$ cat src/lff_consts.svh
// Constants for the flash and torch mode controller: offsets, fields, resets, timing.
// Assumes a 100 MHz core clock; included by its bare name.
`ifndef LFF_CONSTS_SVH
`define LFF_CONSTS_SVH

// ==========================================================================
// Register offsets (byte addresses, one word each)
`define LFF_OFS_TORCH_LVL 8'h00
`define LFF_OFS_FLASH_LVL 8'h04
`define LFF_OFS_FLASH_DUR 8'h08
`define LFF_OFS_CFG1 8'h0C
`define LFF_OFS_CFG2 8'h10
`define LFF_OFS_GPIO 8'h14
`define LFF_OFS_FAULT 8'h18
`define LFF_OFS_STATUS 8'h1C

// ==========================================================================
// Field positions
`define LFF_MODE_HI 1
`define LFF_MODE_LO 0
`define LFF_TORCH_LVL_HI 5
`define LFF_TORCH_LVL_LO 3
`define LFF_IND_LVL_HI 7
`define LFF_IND_LVL_LO 6
`define LFF_FLASH_LVL_HI 6
`define LFF_FLASH_LVL_LO 3
`define LFF_VOUT_BIT 2
`define LFF_PIN_END_BIT 7
`define LFF_DUR_HI 4
`define LFF_DUR_LO 0
`define LFF_CFG1_HWTORCH 7
`define LFF_CFG1_SYNC2_POL 6
`define LFF_CFG1_SYNC2_SEL 5
`define LFF_CFG1_THERM_SEL 3
`define LFF_CFG2_AET 2
`define LFF_CFG2_THERM_SD 1
`define LFF_CFG2_SYNC2_SD 0
`define LFF_GPIO_THERM_EXP 6
`define LFF_GPIO_DATA 5
`define LFF_GPIO_DIR_OUT 4
`define LFF_GPIO_SEL 3
`define LFF_FLT_TIMEOUT 0
`define LFF_FLT_SYNC1 3
`define LFF_FLT_SYNC2 4
`define LFF_FLT_THERM 5

// ==========================================================================
// Reset values
`define LFF_RST_TORCH_LVL 8'h00
`define LFF_RST_FLASH_LVL 8'h00
`define LFF_RST_FLASH_DUR 8'h0F
`define LFF_RST_CFG1 8'h00
`define LFF_RST_CFG2 8'h00
`define LFF_RST_GPIO 8'h00

// ==========================================================================
// Timing
`define LFF_CLK_NS 10
`define LFF_RAMP_STEP_US 16
`define LFF_RAMP_STEP_CYC ((`LFF_RAMP_STEP_US * 1000 + `LFF_CLK_NS - 1) / `LFF_CLK_NS)
`define LFF_TO_STEP_MS 32
`define LFF_TO_STEP_CYC (`LFF_TO_STEP_MS * 1000000 / `LFF_CLK_NS)
`define LFF_DEGLITCH_US 250
`define LFF_DEGLITCH_CYC ((`LFF_DEGLITCH_US * 1000 + `LFF_CLK_NS - 1) / `LFF_CLK_NS)

`endif

$ cat src/lff_pkg.sv
// Types shared by the flash and torch mode controller.
// Assumes nothing of its surroundings.
package lff_pkg;

    // ======================================================================
    // Operating state
    typedef enum logic [1:0] {
        LFF_OFF,
        LFF_TORCH,
        LFF_FLASH,
        LFF_AET_TORCH
    } lff_state_e;

    // ======================================================================
    // Main current source drive
    typedef struct packed {
        logic on;
        logic flash_scale;
        logic [3:0] level;
    } lff_drive_s;

    // Indicator driver drive
    typedef struct packed {
        logic on;
        logic [1:0] level;
    } lff_ind_s;

endpackage : lff_pkg

$ cat src/lff_sync.sv
// Three-stage input synchroniser with agreement filter.
// Assumes asynchronous inputs; one core clock.
`timescale 1ns/1ns
module lff_sync #(
    parameter int W = 4
) (
    input wire logic clk, // Core clock
    input wire logic rst, // Async reset, high
    input wire logic [W-1:0] din, // Raw pins
    output logic [W-1:0] dout // Filtered levels
);
    logic [W-1:0] s1_q;
    logic [W-1:0] s2_q;
    logic [W-1:0] s3_q;
    logic [W-1:0] out_q;

    // Output changes once stages two and three agree
    always_ff @(posedge clk or posedge rst) begin
        if (rst) begin
            s1_q <= '0;
            s2_q <= '0;
            s3_q <= '0;
            out_q <= '0;
        end else begin
            s1_q <= din;
            s2_q <= s1_q;
            s3_q <= s2_q;
            out_q <= (s2_q & s3_q) | (out_q & (s2_q | s3_q));
        end
    end

    assign dout = out_q;
endmodule : lff_sync

$ cat src/lff_ramp.sv
// Stepped current ramp: climbs one level per step time, drops at once.
// Assumes one core clock and a target that holds while valid.
`timescale 1ns/1ns
`include "lff_consts.svh"
module lff_ramp #(
    parameter int STEP_CYCLES = `LFF_RAMP_STEP_CYC
) (
    input wire logic clk, // Core clock
    input wire logic rst, // Async reset, high
    input lff_pkg::lff_drive_s target, // Requested drive
    output lff_pkg::lff_drive_s cur // Ramped drive
);
    localparam int CW = $clog2(STEP_CYCLES + 1);
    lff_pkg::lff_drive_s cur_q;
    logic [CW-1:0] cnt_q;
    wire restart = target.on && (!cur_q.on || target.flash_scale != cur_q.flash_scale);
    wire climb = target.on && !restart && target.level > cur_q.level;
    wire step_done = cnt_q == CW'(STEP_CYCLES - 1);

    // Restart from level zero on turn-on or scale change, then step up
    always_ff @(posedge clk or posedge rst) begin
        if (rst) begin
            cur_q <= '0;
            cnt_q <= '0;
        end else if (!target.on) begin
            cur_q <= '0;
            cnt_q <= '0;
        end else if (restart) begin
            cur_q <= '{on: 1'b1, flash_scale: target.flash_scale, level: 4'h0};
            cnt_q <= '0;
        end else if (climb) begin
            cnt_q <= step_done ? '0 : cnt_q + 1'b1;
            if (step_done) begin
                cur_q.level <= cur_q.level + 4'h1;
            end
        end else begin
            cur_q.level <= target.level;
            cnt_q <= '0;
        end
    end

    assign cur = cur_q;
endmodule : lff_ramp

$ cat src/lff_top.sv
// Flash, torch and indicator mode control with APB register access.
// Assumes a 100 MHz CLOCK; pins are asynchronous and synchronised here.
//
// Summary of operation
// - With pin end select set, pin flash ends only on timeout.
// - With pin end select clear, pin flash ends on trigger low or timeout.
// - Pin end select clear: trigger rising edge restarts the timeout count.
// - Flash end by timeout or trigger low turns both main sources off.
// - Any flash end clears both mode-enable fields to 00.
// - Register flash ends on host writing 00 or timeout clearing enables.
// - Five-bit duration field gives 32 ms to 1024 ms in 32 ms steps.
// - Torch offers eight levels from torch register bits 5:3.
// - Mode pattern 10 in either level register enables torch.
// - Current climbs through each level, 16 us per step.
// - Sync one high during flash gives torch; low restores flash; timeout ends.
// - Hardware torch select: sync one high gives torch; flashes take precedence.
// - Flash started in hardware torch clears the hardware torch select at end.
// - Multi pin forces voltage output, or acts as second sync input.
// - Second sync has selectable polarity; action torch or shutdown.
// - Second sync release: torch ramps back; shutdown waits for fault read.
// - Thermal export drives general pin low until fault read.
// - Indicator runs with thermistor off and pattern 01; four levels.
// - Thermistor mode disables indicator; trip forces torch or shutdown.
// - After thermal torch, flash resumes after fault read and trip gone.
// - Thermal trip passes a 250 us deglitch before acting.
// - Alternate low-light mode: sync before trigger gives torch without timeout.
// - Pattern 11 or trigger rising edge starts flash; level from bits 6:3.
// - Fault register read clears sync change flags and latched faults.
`timescale 1ns/1ns
`include "lff_consts.svh"
module lff_top #(
    parameter int TICK_CYCLES = `LFF_TO_STEP_CYC,
    parameter int DEGLITCH_CYCLES = `LFF_DEGLITCH_CYC,
    parameter int RAMP_CYCLES = `LFF_RAMP_STEP_CYC
) (
    input wire logic CLOCK, // Core clock
    input wire logic RESET, // Async reset, high
    input wire logic [7:0] PADDR, // APB address
    input wire logic PSEL, // APB select
    input wire logic PENABLE, // APB access phase
    input wire logic PWRITE, // APB direction
    input wire logic [31:0] PWDATA, // APB write data
    output logic [31:0] PRDATA, // APB read data
    output logic PREADY, // APB ready
    output logic PSLVERR, // APB error
    input wire logic STROBE, // Flash trigger pin
    input wire logic RADIO_SYNC_INPUT_ONE, // Sync one or torch pin
    input wire logic GENERAL_IO_TWO_IN, // Multi pin level
    output logic GENERAL_IO_TWO_OUT, // Multi pin drive value
    output logic GENERAL_IO_TWO_OE_N, // Multi pin drive, low drives
    input wire logic THERMISTOR_SENSE_TRIP, // Comparator, high below trip
    output lff_pkg::lff_drive_s MAIN_CURRENT_SOURCE_A, // Source A drive
    output lff_pkg::lff_drive_s MAIN_CURRENT_SOURCE_B, // Source B drive
    output lff_pkg::lff_ind_s INDICATOR_DRIVER, // Indicator drive
    output logic VOLTAGE_OUTPUT_FORCE, // Voltage output mode
    output logic FLASH_ACTIVE // Flash in progress
);
    localparam int TW = $clog2(TICK_CYCLES + 1);
    localparam int DW = $clog2(DEGLITCH_CYCLES + 1);

    // ======================================================================
    // Pin synchronisers
    logic [3:0] pins_s;
    lff_sync #(.W(4)) u_sync (
        .clk(CLOCK),
        .rst(RESET),
        .din({THERMISTOR_SENSE_TRIP, GENERAL_IO_TWO_IN, RADIO_SYNC_INPUT_ONE, STROBE}),
        .dout(pins_s)
    );
    wire strobe_s = pins_s[0];
    wire sync1_s = pins_s[1];
    wire sync2_s = pins_s[2];
    wire trip_s = pins_s[3];

    // ======================================================================
    // Registers
    logic [7:0] torch_q, torch_d;
    logic [7:0] flash_q, flash_d;
    logic [7:0] dur_q;
    logic [7:0] cfg1_q, cfg1_d;
    logic [7:0] cfg2_q;
    logic [7:0] gpio_q;
    logic [7:0] fault_q, fault_d;
    logic [31:0] prdata_q;
    logic strobe_prev_q, sync1_prev_q, tx2_prev_q;
    logic hwt_at_start_q, pin_flash_q, sd2_q, therm_hold_q, therm_pin_q;
    logic [TW-1:0] presc_q;
    logic [4:0] ticks_q;
    logic [DW-1:0] degl_q;
    lff_pkg::lff_state_e state_q, state_d;

    // APB decode
    wire setup = PSEL && !PENABLE;
    wire access = PSEL && PENABLE;
    wire wr = access && PWRITE;
    wire hit_torch = PADDR == `LFF_OFS_TORCH_LVL;
    wire hit_flash = PADDR == `LFF_OFS_FLASH_LVL;
    wire hit_dur = PADDR == `LFF_OFS_FLASH_DUR;
    wire hit_cfg1 = PADDR == `LFF_OFS_CFG1;
    wire hit_cfg2 = PADDR == `LFF_OFS_CFG2;
    wire hit_gpio = PADDR == `LFF_OFS_GPIO;
    wire hit_fault = PADDR == `LFF_OFS_FAULT;
    wire hit_stat = PADDR == `LFF_OFS_STATUS;
    wire hit = hit_torch | hit_flash | hit_dur | hit_cfg1 | hit_cfg2 | hit_gpio | hit_fault | hit_stat;
    // Clears what setup latched
    wire fault_rd = access && !PWRITE && hit_fault;
    wire [7:0] status = {5'h0, state_q == lff_pkg::LFF_FLASH, pin_flash_q, therm_hold_q};
    wire [7:0] rd_mux = hit_torch ? torch_q : hit_flash ? flash_q : hit_dur ? dur_q : hit_cfg1 ? cfg1_q :
        hit_cfg2 ? cfg2_q : hit_gpio ? gpio_q : hit_fault ? fault_q : hit_stat ? status : 8'h00;

    // Mode requests from the two enable fields
    wire [1:0] tmode = torch_q[`LFF_MODE_HI:`LFF_MODE_LO];
    wire [1:0] fmode = flash_q[`LFF_MODE_HI:`LFF_MODE_LO];
    wire reg_flash = tmode == 2'b11 || fmode == 2'b11;
    wire reg_torch = tmode == 2'b10 || fmode == 2'b10;
    wire ind_req = tmode == 2'b01 || fmode == 2'b01;
    wire hw_torch = cfg1_q[`LFF_CFG1_HWTORCH];
    wire therm_mode = cfg1_q[`LFF_CFG1_THERM_SEL];
    wire pin_end_sel = flash_q[`LFF_PIN_END_BIT];

    // Pin edges and second sync assertion
    wire strobe_rise = strobe_s && !strobe_prev_q;
    wire sync1_rise = sync1_s && !sync1_prev_q;
    wire tx2_act = cfg1_q[`LFF_CFG1_SYNC2_SEL] && (sync2_s == cfg1_q[`LFF_CFG1_SYNC2_POL]);
    wire tx2_rise = tx2_act && !tx2_prev_q;

    // ======================================================================
    // Timeout timebase
    wire in_flash = state_q == lff_pkg::LFF_FLASH;
    // Prescaler restarts at each flash
    wire tick = presc_q == TW'(TICK_CYCLES - 1);
    wire expire = in_flash && tick && ticks_q == dur_q[`LFF_DUR_HI:`LFF_DUR_LO];
    wire flash_start = (strobe_rise || reg_flash) && !in_flash && state_q != lff_pkg::LFF_AET_TORCH;
    wire restart_to = in_flash && pin_flash_q && !pin_end_sel && strobe_rise;
    wire aet_go = strobe_rise && cfg2_q[`LFF_CFG2_AET] && !hw_torch && sync1_s;

    // Flash termination
    wire pin_low_end = pin_flash_q && !pin_end_sel && !strobe_s;
    wire reg_off_end = !pin_flash_q && !reg_flash;
    wire flash_end = (in_flash && (expire || pin_low_end || reg_off_end)) ||
        (state_q == lff_pkg::LFF_AET_TORCH && (pin_low_end || reg_off_end));

    // Thermal deglitch
    wire degl_done = degl_q == DW'(DEGLITCH_CYCLES - 1);
    wire therm_set = therm_mode && trip_s && degl_done;

    // State transitions
    always_comb begin
        state_d = state_q;
        case (state_q)
            lff_pkg::LFF_OFF, lff_pkg::LFF_TORCH: begin
                if (aet_go) begin
                    state_d = lff_pkg::LFF_AET_TORCH;
                end else if (flash_start) begin
                    state_d = lff_pkg::LFF_FLASH;
                end else if (reg_torch || (hw_torch && sync1_s)) begin
                    state_d = lff_pkg::LFF_TORCH;
                end else begin
                    state_d = lff_pkg::LFF_OFF;
                end
            end
            lff_pkg::LFF_FLASH, lff_pkg::LFF_AET_TORCH: begin
                if (flash_end) begin
                    state_d = lff_pkg::LFF_OFF;
                end
            end
            default: state_d = lff_pkg::LFF_OFF;
        endcase
    end

    // Register writes, hardware clears; a host write in the same cycle wins
    always_comb begin
        torch_d = torch_q;
        flash_d = flash_q;
        cfg1_d = cfg1_q;
        if (flash_end) begin
            torch_d[`LFF_MODE_HI:`LFF_MODE_LO] = 2'b00;
            flash_d[`LFF_MODE_HI:`LFF_MODE_LO] = 2'b00;
            if (hwt_at_start_q) begin
                cfg1_d[`LFF_CFG1_HWTORCH] = 1'b0;
            end
        end
        if (wr && hit_torch) begin
            torch_d = PWDATA[7:0];
        end
        if (wr && hit_flash) begin
            flash_d = PWDATA[7:0];
        end
        if (wr && hit_cfg1) begin
            cfg1_d = PWDATA[7:0];
        end
    end

    // Fault flags: reported bits clear on read, new events win
    always_comb begin
        fault_d = fault_q;
        if (fault_rd) begin
            fault_d = fault_q & ~prdata_q[7:0];
        end
        if (flash_start) begin
            fault_d[`LFF_FLT_TIMEOUT] = 1'b0;
        end
        if (expire) begin
            fault_d[`LFF_FLT_TIMEOUT] = 1'b1;
        end
        if (sync1_rise && !hw_torch) begin
            fault_d[`LFF_FLT_SYNC1] = 1'b1;
        end
        if (tx2_rise) begin
            fault_d[`LFF_FLT_SYNC2] = 1'b1;
        end
        if (therm_set) begin
            fault_d[`LFF_FLT_THERM] = 1'b1;
        end
    end

    // ======================================================================
    // Configuration and bus registers
    always_ff @(posedge CLOCK or posedge RESET) begin
        if (RESET) begin
            torch_q <= `LFF_RST_TORCH_LVL;
            flash_q <= `LFF_RST_FLASH_LVL;
            dur_q <= `LFF_RST_FLASH_DUR;
            cfg1_q <= `LFF_RST_CFG1;
            cfg2_q <= `LFF_RST_CFG2;
            gpio_q <= `LFF_RST_GPIO;
            fault_q <= 8'h00;
            prdata_q <= 32'h00000000;
        end else begin
            torch_q <= torch_d;
            flash_q <= flash_d;
            cfg1_q <= cfg1_d;
            fault_q <= fault_d;
            dur_q <= (wr && hit_dur) ? PWDATA[7:0] : dur_q;
            cfg2_q <= (wr && hit_cfg2) ? PWDATA[7:0] : cfg2_q;
            gpio_q <= (wr && hit_gpio) ? PWDATA[7:0] : gpio_q;
            prdata_q <= setup ? {24'h000000, rd_mux} : prdata_q;
        end
    end

    // ======================================================================
    // Mode state, timeout counter, edge history
    always_ff @(posedge CLOCK or posedge RESET) begin
        if (RESET) begin
            state_q <= lff_pkg::LFF_OFF;
            strobe_prev_q <= 1'b0;
            sync1_prev_q <= 1'b0;
            tx2_prev_q <= 1'b0;
            pin_flash_q <= 1'b0;
            hwt_at_start_q <= 1'b0;
            presc_q <= '0;
            ticks_q <= 5'h00;
        end else begin
            state_q <= state_d;
            strobe_prev_q <= strobe_s;
            sync1_prev_q <= sync1_s;
            tx2_prev_q <= tx2_act;
            if (state_d != state_q && state_d != lff_pkg::LFF_OFF && state_d != lff_pkg::LFF_TORCH) begin
                pin_flash_q <= strobe_rise;
                hwt_at_start_q <= hw_torch && state_q == lff_pkg::LFF_TORCH;
            end
            if (!in_flash || restart_to) begin
                presc_q <= '0;
                ticks_q <= 5'h00;
            end else begin
                presc_q <= tick ? '0 : presc_q + 1'b1;
                ticks_q <= tick ? ticks_q + 5'h01 : ticks_q;
            end
        end
    end

    // ======================================================================
    // Second sync shutdown latch and thermal response
    always_ff @(posedge CLOCK or posedge RESET) begin
        if (RESET) begin
            sd2_q <= 1'b0;
            therm_hold_q <= 1'b0;
            therm_pin_q <= 1'b0;
            degl_q <= '0;
        end else begin
            if (in_flash && tx2_act && cfg2_q[`LFF_CFG2_SYNC2_SD]) begin
                sd2_q <= 1'b1;
            end else if (fault_rd) begin
                sd2_q <= 1'b0;
            end
            // Counts only with flag clear
            degl_q <= (therm_mode && trip_s && !fault_q[`LFF_FLT_THERM] && !degl_done) ? degl_q + 1'b1 : '0;
            if (therm_set) begin
                therm_hold_q <= 1'b1;
            end else if (!fault_q[`LFF_FLT_THERM] && !trip_s) begin
                therm_hold_q <= 1'b0;
            end
            if (therm_set) begin
                therm_pin_q <= 1'b1;
            end else if (fault_rd) begin
                therm_pin_q <= 1'b0;
            end
        end
    end

    // ======================================================================
    // Current target selection
    wire therm_sd = therm_hold_q && cfg2_q[`LFF_CFG2_THERM_SD];
    wire tx1_torch = !hw_torch && sync1_s;
    wire to_torch = tx1_torch || (tx2_act && !cfg2_q[`LFF_CFG2_SYNC2_SD]) || therm_hold_q;
    wire flash_off = sd2_q || therm_sd;
    wire torch_state = state_q == lff_pkg::LFF_TORCH || state_q == lff_pkg::LFF_AET_TORCH;
    wire drive_on = (in_flash && !flash_off) || (torch_state && !therm_sd);
    wire drive_flash = in_flash && !to_torch;
    wire [3:0] torch_lvl = {1'b0, torch_q[`LFF_TORCH_LVL_HI:`LFF_TORCH_LVL_LO]};
    wire [3:0] flash_lvl = flash_q[`LFF_FLASH_LVL_HI:`LFF_FLASH_LVL_LO];
    lff_pkg::lff_drive_s target;
    assign target = '{on: drive_on, flash_scale: drive_flash, level: drive_flash ? flash_lvl : torch_lvl};

    // Stepped ramp shared by both main sources
    lff_pkg::lff_drive_s ramp_out;
    lff_ramp #(.STEP_CYCLES(RAMP_CYCLES)) u_ramp (
        .clk(CLOCK),
        .rst(RESET),
        .target(target),
        .cur(ramp_out)
    );

    // ======================================================================
    // Outputs
    wire gp2_out = gpio_q[`LFF_GPIO_SEL] && gpio_q[`LFF_GPIO_DIR_OUT];
    wire gp2_therm = gpio_q[`LFF_GPIO_THERM_EXP] && therm_mode;
    wire gp2_pull = gp2_out && (gp2_therm ? therm_pin_q : !gpio_q[`LFF_GPIO_DATA]);
    assign GENERAL_IO_TWO_OUT = 1'b0;
    assign GENERAL_IO_TWO_OE_N = !gp2_pull;
    // One word feeds both sources
    assign MAIN_CURRENT_SOURCE_A = ramp_out;
    assign MAIN_CURRENT_SOURCE_B = ramp_out;
    assign INDICATOR_DRIVER = '{on: ind_req && !therm_mode, level: torch_q[`LFF_IND_LVL_HI:`LFF_IND_LVL_LO]};
    assign VOLTAGE_OUTPUT_FORCE = torch_q[`LFF_VOUT_BIT] || flash_q[`LFF_VOUT_BIT] ||
        (!cfg1_q[`LFF_CFG1_SYNC2_SEL] && sync2_s);
    assign FLASH_ACTIVE = in_flash;
    assign PRDATA = prdata_q;
    assign PREADY = 1'b1;
    assign PSLVERR = access && !hit;
endmodule : lff_top

$ cat config.mk
export PLATFORM = sky130hd
export DESIGN_NAME = lff_top
export DESIGN_NICKNAME = d
export VERILOG_FILES = /design/src/lff_pkg.sv /design/src/lff_sync.sv /design/src/lff_ramp.sv /design/src/lff_top.sv
export VERILOG_INCLUDE_DIRS = /design/src
export SDC_FILE = /design/constraint.sdc
export NUM_CORES = 1
export LEC_CHECK = 0
export ABC_AREA = 1
export BUFFER_PORTS_ARGS = -buffer_cell sky130_fd_sc_hd__clkbuf_2
export CORE_MARGIN = 2
export CORE_UTILIZATION = 60
export CTS_BUF_LIST = sky130_fd_sc_hd__clkbuf_2 sky130_fd_sc_hd__clkbuf_4 sky130_fd_sc_hd__clkbuf_8
export CTS_CLUSTER_SIZE = 28
export DETAILED_ROUTE_END_ITERATION = 12
export PLACE_DENSITY = 0.79
export SLEW_MARGIN = 5
export SYNTH_ARGS = -nofsm -noshare
export SYNTH_HDL_FRONTEND = slang
export SYNTH_SLANG_ARGS = --single-unit
$ cat constraint.sdc
create_clock -name CLOCK -period 5.4 [get_ports CLOCK]
set_clock_uncertainty 0.1 [all_clocks]
set_input_delay 0.81 -clock CLOCK [delete_from_list [all_inputs] [get_ports CLOCK]]
set_output_delay 0.81 -clock CLOCK [all_outputs]
set_load 0.02 [all_outputs]
Word level (Yosys, flattened, before mapping)
Index checks and enable logic that the tools add are counted.

cells by class
  bitwise logic cells = 13
  equality and inequality tests = 27
  $lt $le $gt $ge = 1
  multiplexer cells = 46
  add/subtract/negate cells = 5
  reduce and logical (&&, ||, !) cells = 117

operators with widths
  cell                   count
  $mux 8                 8
  $logic_and 1x1->1      57
  $mux 11                4
  $mux 22                2
  $eq 8x5->1 const B     4
  $logic_not 1->1        25
  $add 22x1->22 const B  1
  $eq 22x22->1 const B   1
  $reduce_bool 2->1      11
  $logic_or 1x1->1       18
  $eq 8x4->1 const B     2
  $mux 4                 4
  $add 15x1->15 const B  1
  $eq 15x15->1 const B   1
  $mux 15                1
  $mux 1                 14
  $mux 2                 7
  $eq 2x2->1 const B     6
  $mux 6                 2
  $add 11x1->11 const B  1
  $eq 11x11->1 const B   1
  $mux 5                 2
  $and 4x4->4            2
  $and 8x8->8            1
  other kinds (22)       33

word-level totals
  register bits = 149
  output and inout bits = 53

Logic depth before layout (Yosys ltp)
  depth in word-level cells = 16
  mapped depth = 17
  depth with buffers taken out = 17

Cells and area by module
From an unflattened synthesis, not the netlist that was laid out.

unflattened totals
  cell total of the unflattened synthesis = 961
  area, all modules = 7905.1 sq um

by module, submodules not included
  module    area each (sq um)  seq. area each (sq um)  instances  cells an instance
  lff_top   6409.9             2907.8                  1          801
  lff_ramp  1026.0             425.4                   1          127
  lff_sync  469.2              400.4                   1          33

Least setup slack after synthesis
No wires, ideal clock.

  path kind = in2out
  from = input PADDR[6]
  to = output PSLVERR
  path slack = 2.506 ns
  path buffers = 1
  stages = 9
  arrival = 1.984 ns
  required time = 4.490 ns
  cell sequence = inv_1 -> nand2_1 -> nor2_2 -> inv_1 -> nor2_1 -> buf_2 -> nor3_1 -> nand4_1 -> nor3_1

between the ends
  cells in the longest elaborated chain, start to end = 10
  elaborated cells between the ends (all ways) = 17
  those cells by class = 7 x eq/ne; 7 x bitwise; 3 x reduce/logical

ends and longest elaborated chain
  item                                                            line            text
  start: declaration                                              lff_top.sv:38   input wire logic [7:0] PADDR,
  $eq 8x3->1 (no source line) or $logic_not 8->1 (tied branches)  --
  $or 1x1->1 (6 in series)                                        lff_top.sv:104  wire hit = hit_torch | hit_flash | hit_dur | hit_cfg1 | hit_cfg2 | hit_gpio | hit_fault | hit_stat;
  $or 1x1->1 *                                                    lff_top.sv:104
  $logic_not 1->1 *                                               lff_top.sv:340  assign PSLVERR = access && !hit;
  $logic_and 1x1->1 *                                             lff_top.sv:340
  end: declaration                                                lff_top.sv:45   output logic PSLVERR,

Mark *: on every way between the ends. The rest lies on a longest branch, timed or not.

Worst setup path in the final report
  from = input PADDR[5]
  to = output PSLVERR

Same word-level chain as after synthesis.

==> results.cfg <==
[yosys]
synth.yosys.warnings = 0
ys_ff_latch = 149
yosys_most_used_dff = dfrtp_1
synth.avg_cell_area_um2 = 8.26
netlist_instances = 929
synth_cell_types = 49
ys_async_sr_fraction = 1.00
yosysSeqAreaShare = 0.487
syn-cell-area_mm2 = 0.00767
synth-edff-count = 0

[clocking]
cts_hold_repair.buffers = 0
clk_pin_slew_ns = 0.07
cts_sinks = 149
cts_setup_buffers = 0
cts_buffers = 17
insertion_delay_ns = 0.47
h-tree-depth = 4
cts.repair.resized = 0
cts_buffer_depth = 2
tritoncts = done
cts_root_buf = clkbuf_8

[timing]
final_hold_viol_count = 0
max_slew.worst_pin.slew_ns = 0.879
slew_headroom = 0.414
hold_ws_ns = 0.252
finalMaxSlewViolations = 0
fmax_ghz = 0.288
layout_worst_path_cycle_share = 0.642
rsz0062_at_grt = no
setup_violations = 0
layout_min_cycle_time_ns = 3.47
tns_ns = 0

[power_and_ir_drop]
peakVddDrop_uv = 317
power_leakage_nw = 3.98
p_per_area_mw_per_mm2 = 306
fin_total_pwr_mw = 2.57

[global_route]
grt-ovfl-total = 0
grt_max_degree = 101
track_usage = 0.267
antenna_found_initial = 0
grt_pass1_vias = 5683
grt_pass1_wl_um = 27900

[cells_and_area]
fillers = 1085
area_delta_synth_final_pct = 9.41
seq_area_mm2 = 0.00373
drive_above_1_share = 0.133
antenna_cells = 0
multi_input_area_mm2 = 0.00327
nets = 1037
finalNonFillerCells = 1164

[floorplanning]
die_area_mm2 = 0.0137
die_w_um = 117
start_util = 0.610
coreArea_mm2 = 0.0126
die_y_um = 117
io_pins = 102
rows = 41

[placement]
port_buffers = 51
dpl.hpwl_um = 12400
placed_cells = 1132
place.gp.congestion = 0.947

[run_status]
status = complete, no violations

[critical_path]
cp.arrival_ns = 2.56
crit_path_max_fanout = 13
required_ns = 4.49
start_kind = primary input
crit_path_end_kind = output port
crit_type = in -> out

[route]
dr.pass1.iters = 6
wl_per_cell_um = 14.6
vias = 6272
drcViolationCount = 0
finalWirelength_um = 17000
via_per_inst = 5.39
initialDrtViolationCount = 678
antenna_left = 0

[flow_run]
max-cap-violations = 0

[hold_path]
hp-class = reg -> reg
-- area by class of cell --
class	instances	share of cell area
clock buffer	21	0.0337
clock inverter	11	0.0206
inverter	117	0.0529
multi-input combinational	641	0.390
sequential	149	0.445
tap	172	0.0256
timing repair buffer	53	0.0322
-- sequential cells by signal, indices dropped and copies added (netlist names), 5 cells and up --
register and count:
u_ramp.cnt_q 11, PRDATA 8, cfg1_q 8, gpio_q 8, presc_q 22, cfg2_q 8
u_ramp.cur 6, degl_q 15, flash_q 8, ticks_q 5, fault_q 8, torch_q 8
dur_q 8
-- kinds of logic (layout without fill, tap and decap cells) --
family	after synthesis	count (layout)	share of synthesized area
AND/OR/NAND/NOR	465	465	0.284
AO/OA/AOI/OAI	114	114	0.0839
other	2	26	0.000979
adder cells (fa/ha/maj)	13	13	0.0199
flip-flops	149	149	0.487
buffers and inverters	163	202	0.0982
XOR/XNOR	23	23	0.0263
-- layout by cell type, fill, tap and decap left out, types with 5 or more instances in the layout --
master and n:
nor4_1 5, nor2_2 9, inv_1 112, clkbuf_2 51, nand2_1 225, ha_1 9, nor2_1 97, nor3b_1 7
dfrtp_1 145, nand4_1 29, o21ai_0 66, xnor2_1 5, clkbuf_8 20, xor2_1 18, nand3_1 44, nor2_4 6
nor3_1 22, a21oi_1 23, conb_1 26
-- per-stage QoR --
| stage | instance area, um2 | setup slack [ns] | util |
|---|---|---|---|
| floorplan | 7760 | 0.489 | - |
| global placement | 7940 | 2.01 | 0.631 |
| detailed placement | 7940 | 2.00 | 0.631 |
| CTS | 8390 | 1.99 | 0.668 |
| global route | 8390 | 1.78 | 0.668 |
| finish | 8390 | 1.93 | 0.668 |
-- synth_stat cells (4+ instances only) --
library cell,instances,area share
nand2_1,225,0.11
dfrtp_1,145,0.47
inv_1,113,0.055
nor2_1,97,0.047
o21ai_0,66,0.043
nand3_1,44,0.029
buf_4,35,0.034
nand4_1,29,0.024
a21oi_1,23,0.015
nor3_1,22,0.014
xor2_1,18,0.021
ha_1,9,0.015
nor2_2,9,0.0073
buf_2,8,0.0052
nor3b_1,7,0.0069
nor2_4,6,0.0088
nor4_1,5,0.0041
xnor2_1,5,0.0057
dfstp_2,4,0.014
inv_2,4,0.0020
maj3_1,4,0.0052
nand2_2,4,0.0033
-- report_power, final --
group,total (mW),switching [mW],internal (mW)
Clock,0.976,0.430,0.546
Sequential,1.19,0.0391,1.15
Combinational,0.398,0.292,0.106
-- worst max-delay path: stages --
cell,delay (ns)
clkbuf_2,0.08
inv_1,0.06
nand2_1,0.05
nor2_1,0.66
inv_1,0.17
nor2_2,0.27
inv_1,0.13
nand4_1,0.12
nor3_1,0.06
clkbuf_2,0.16
-- final timing paths --
check / slack (ns) / startpoint / depth (start not counted) / endpoint
min in group asynchronous: 0.40 / RESET / 2 / degl_q[7]
worst min register to register: 0.25 / u_sync.s1_q[2] / 0 / u_sync.s2_q[2]
worst max register to register: 2.50 / state_q[1] / 16 / u_ramp.cur[3]
worst max-delay path: 1.93 / PADDR[5] / 10 / PSLVERR
worst min-delay path: 0.25 / u_sync.s1_q[2] / 0 / u_sync.s2_q[2]
max in group asynchronous: 3.62 / RESET / 3 / presc_q[5]
-- per-layer routing --
| layer | track usage | part of all wire | vias up | wire length, um |
|---|---|---|---|---|
| met4 | 0.0894 | 0.018 | 0 | 312 |
| li1 | - | - | 3049 | - |
| met3 | 0.0566 | 0.063 | 23 | 1070 |
| met2 | 0.408 | 0.46 | 223 | 7840 |
| met5 | 0 | 0 | - | 0 |
| met1 | 0.383 | 0.46 | 2977 | 7820 |
(Power assumes the default switching activity.)
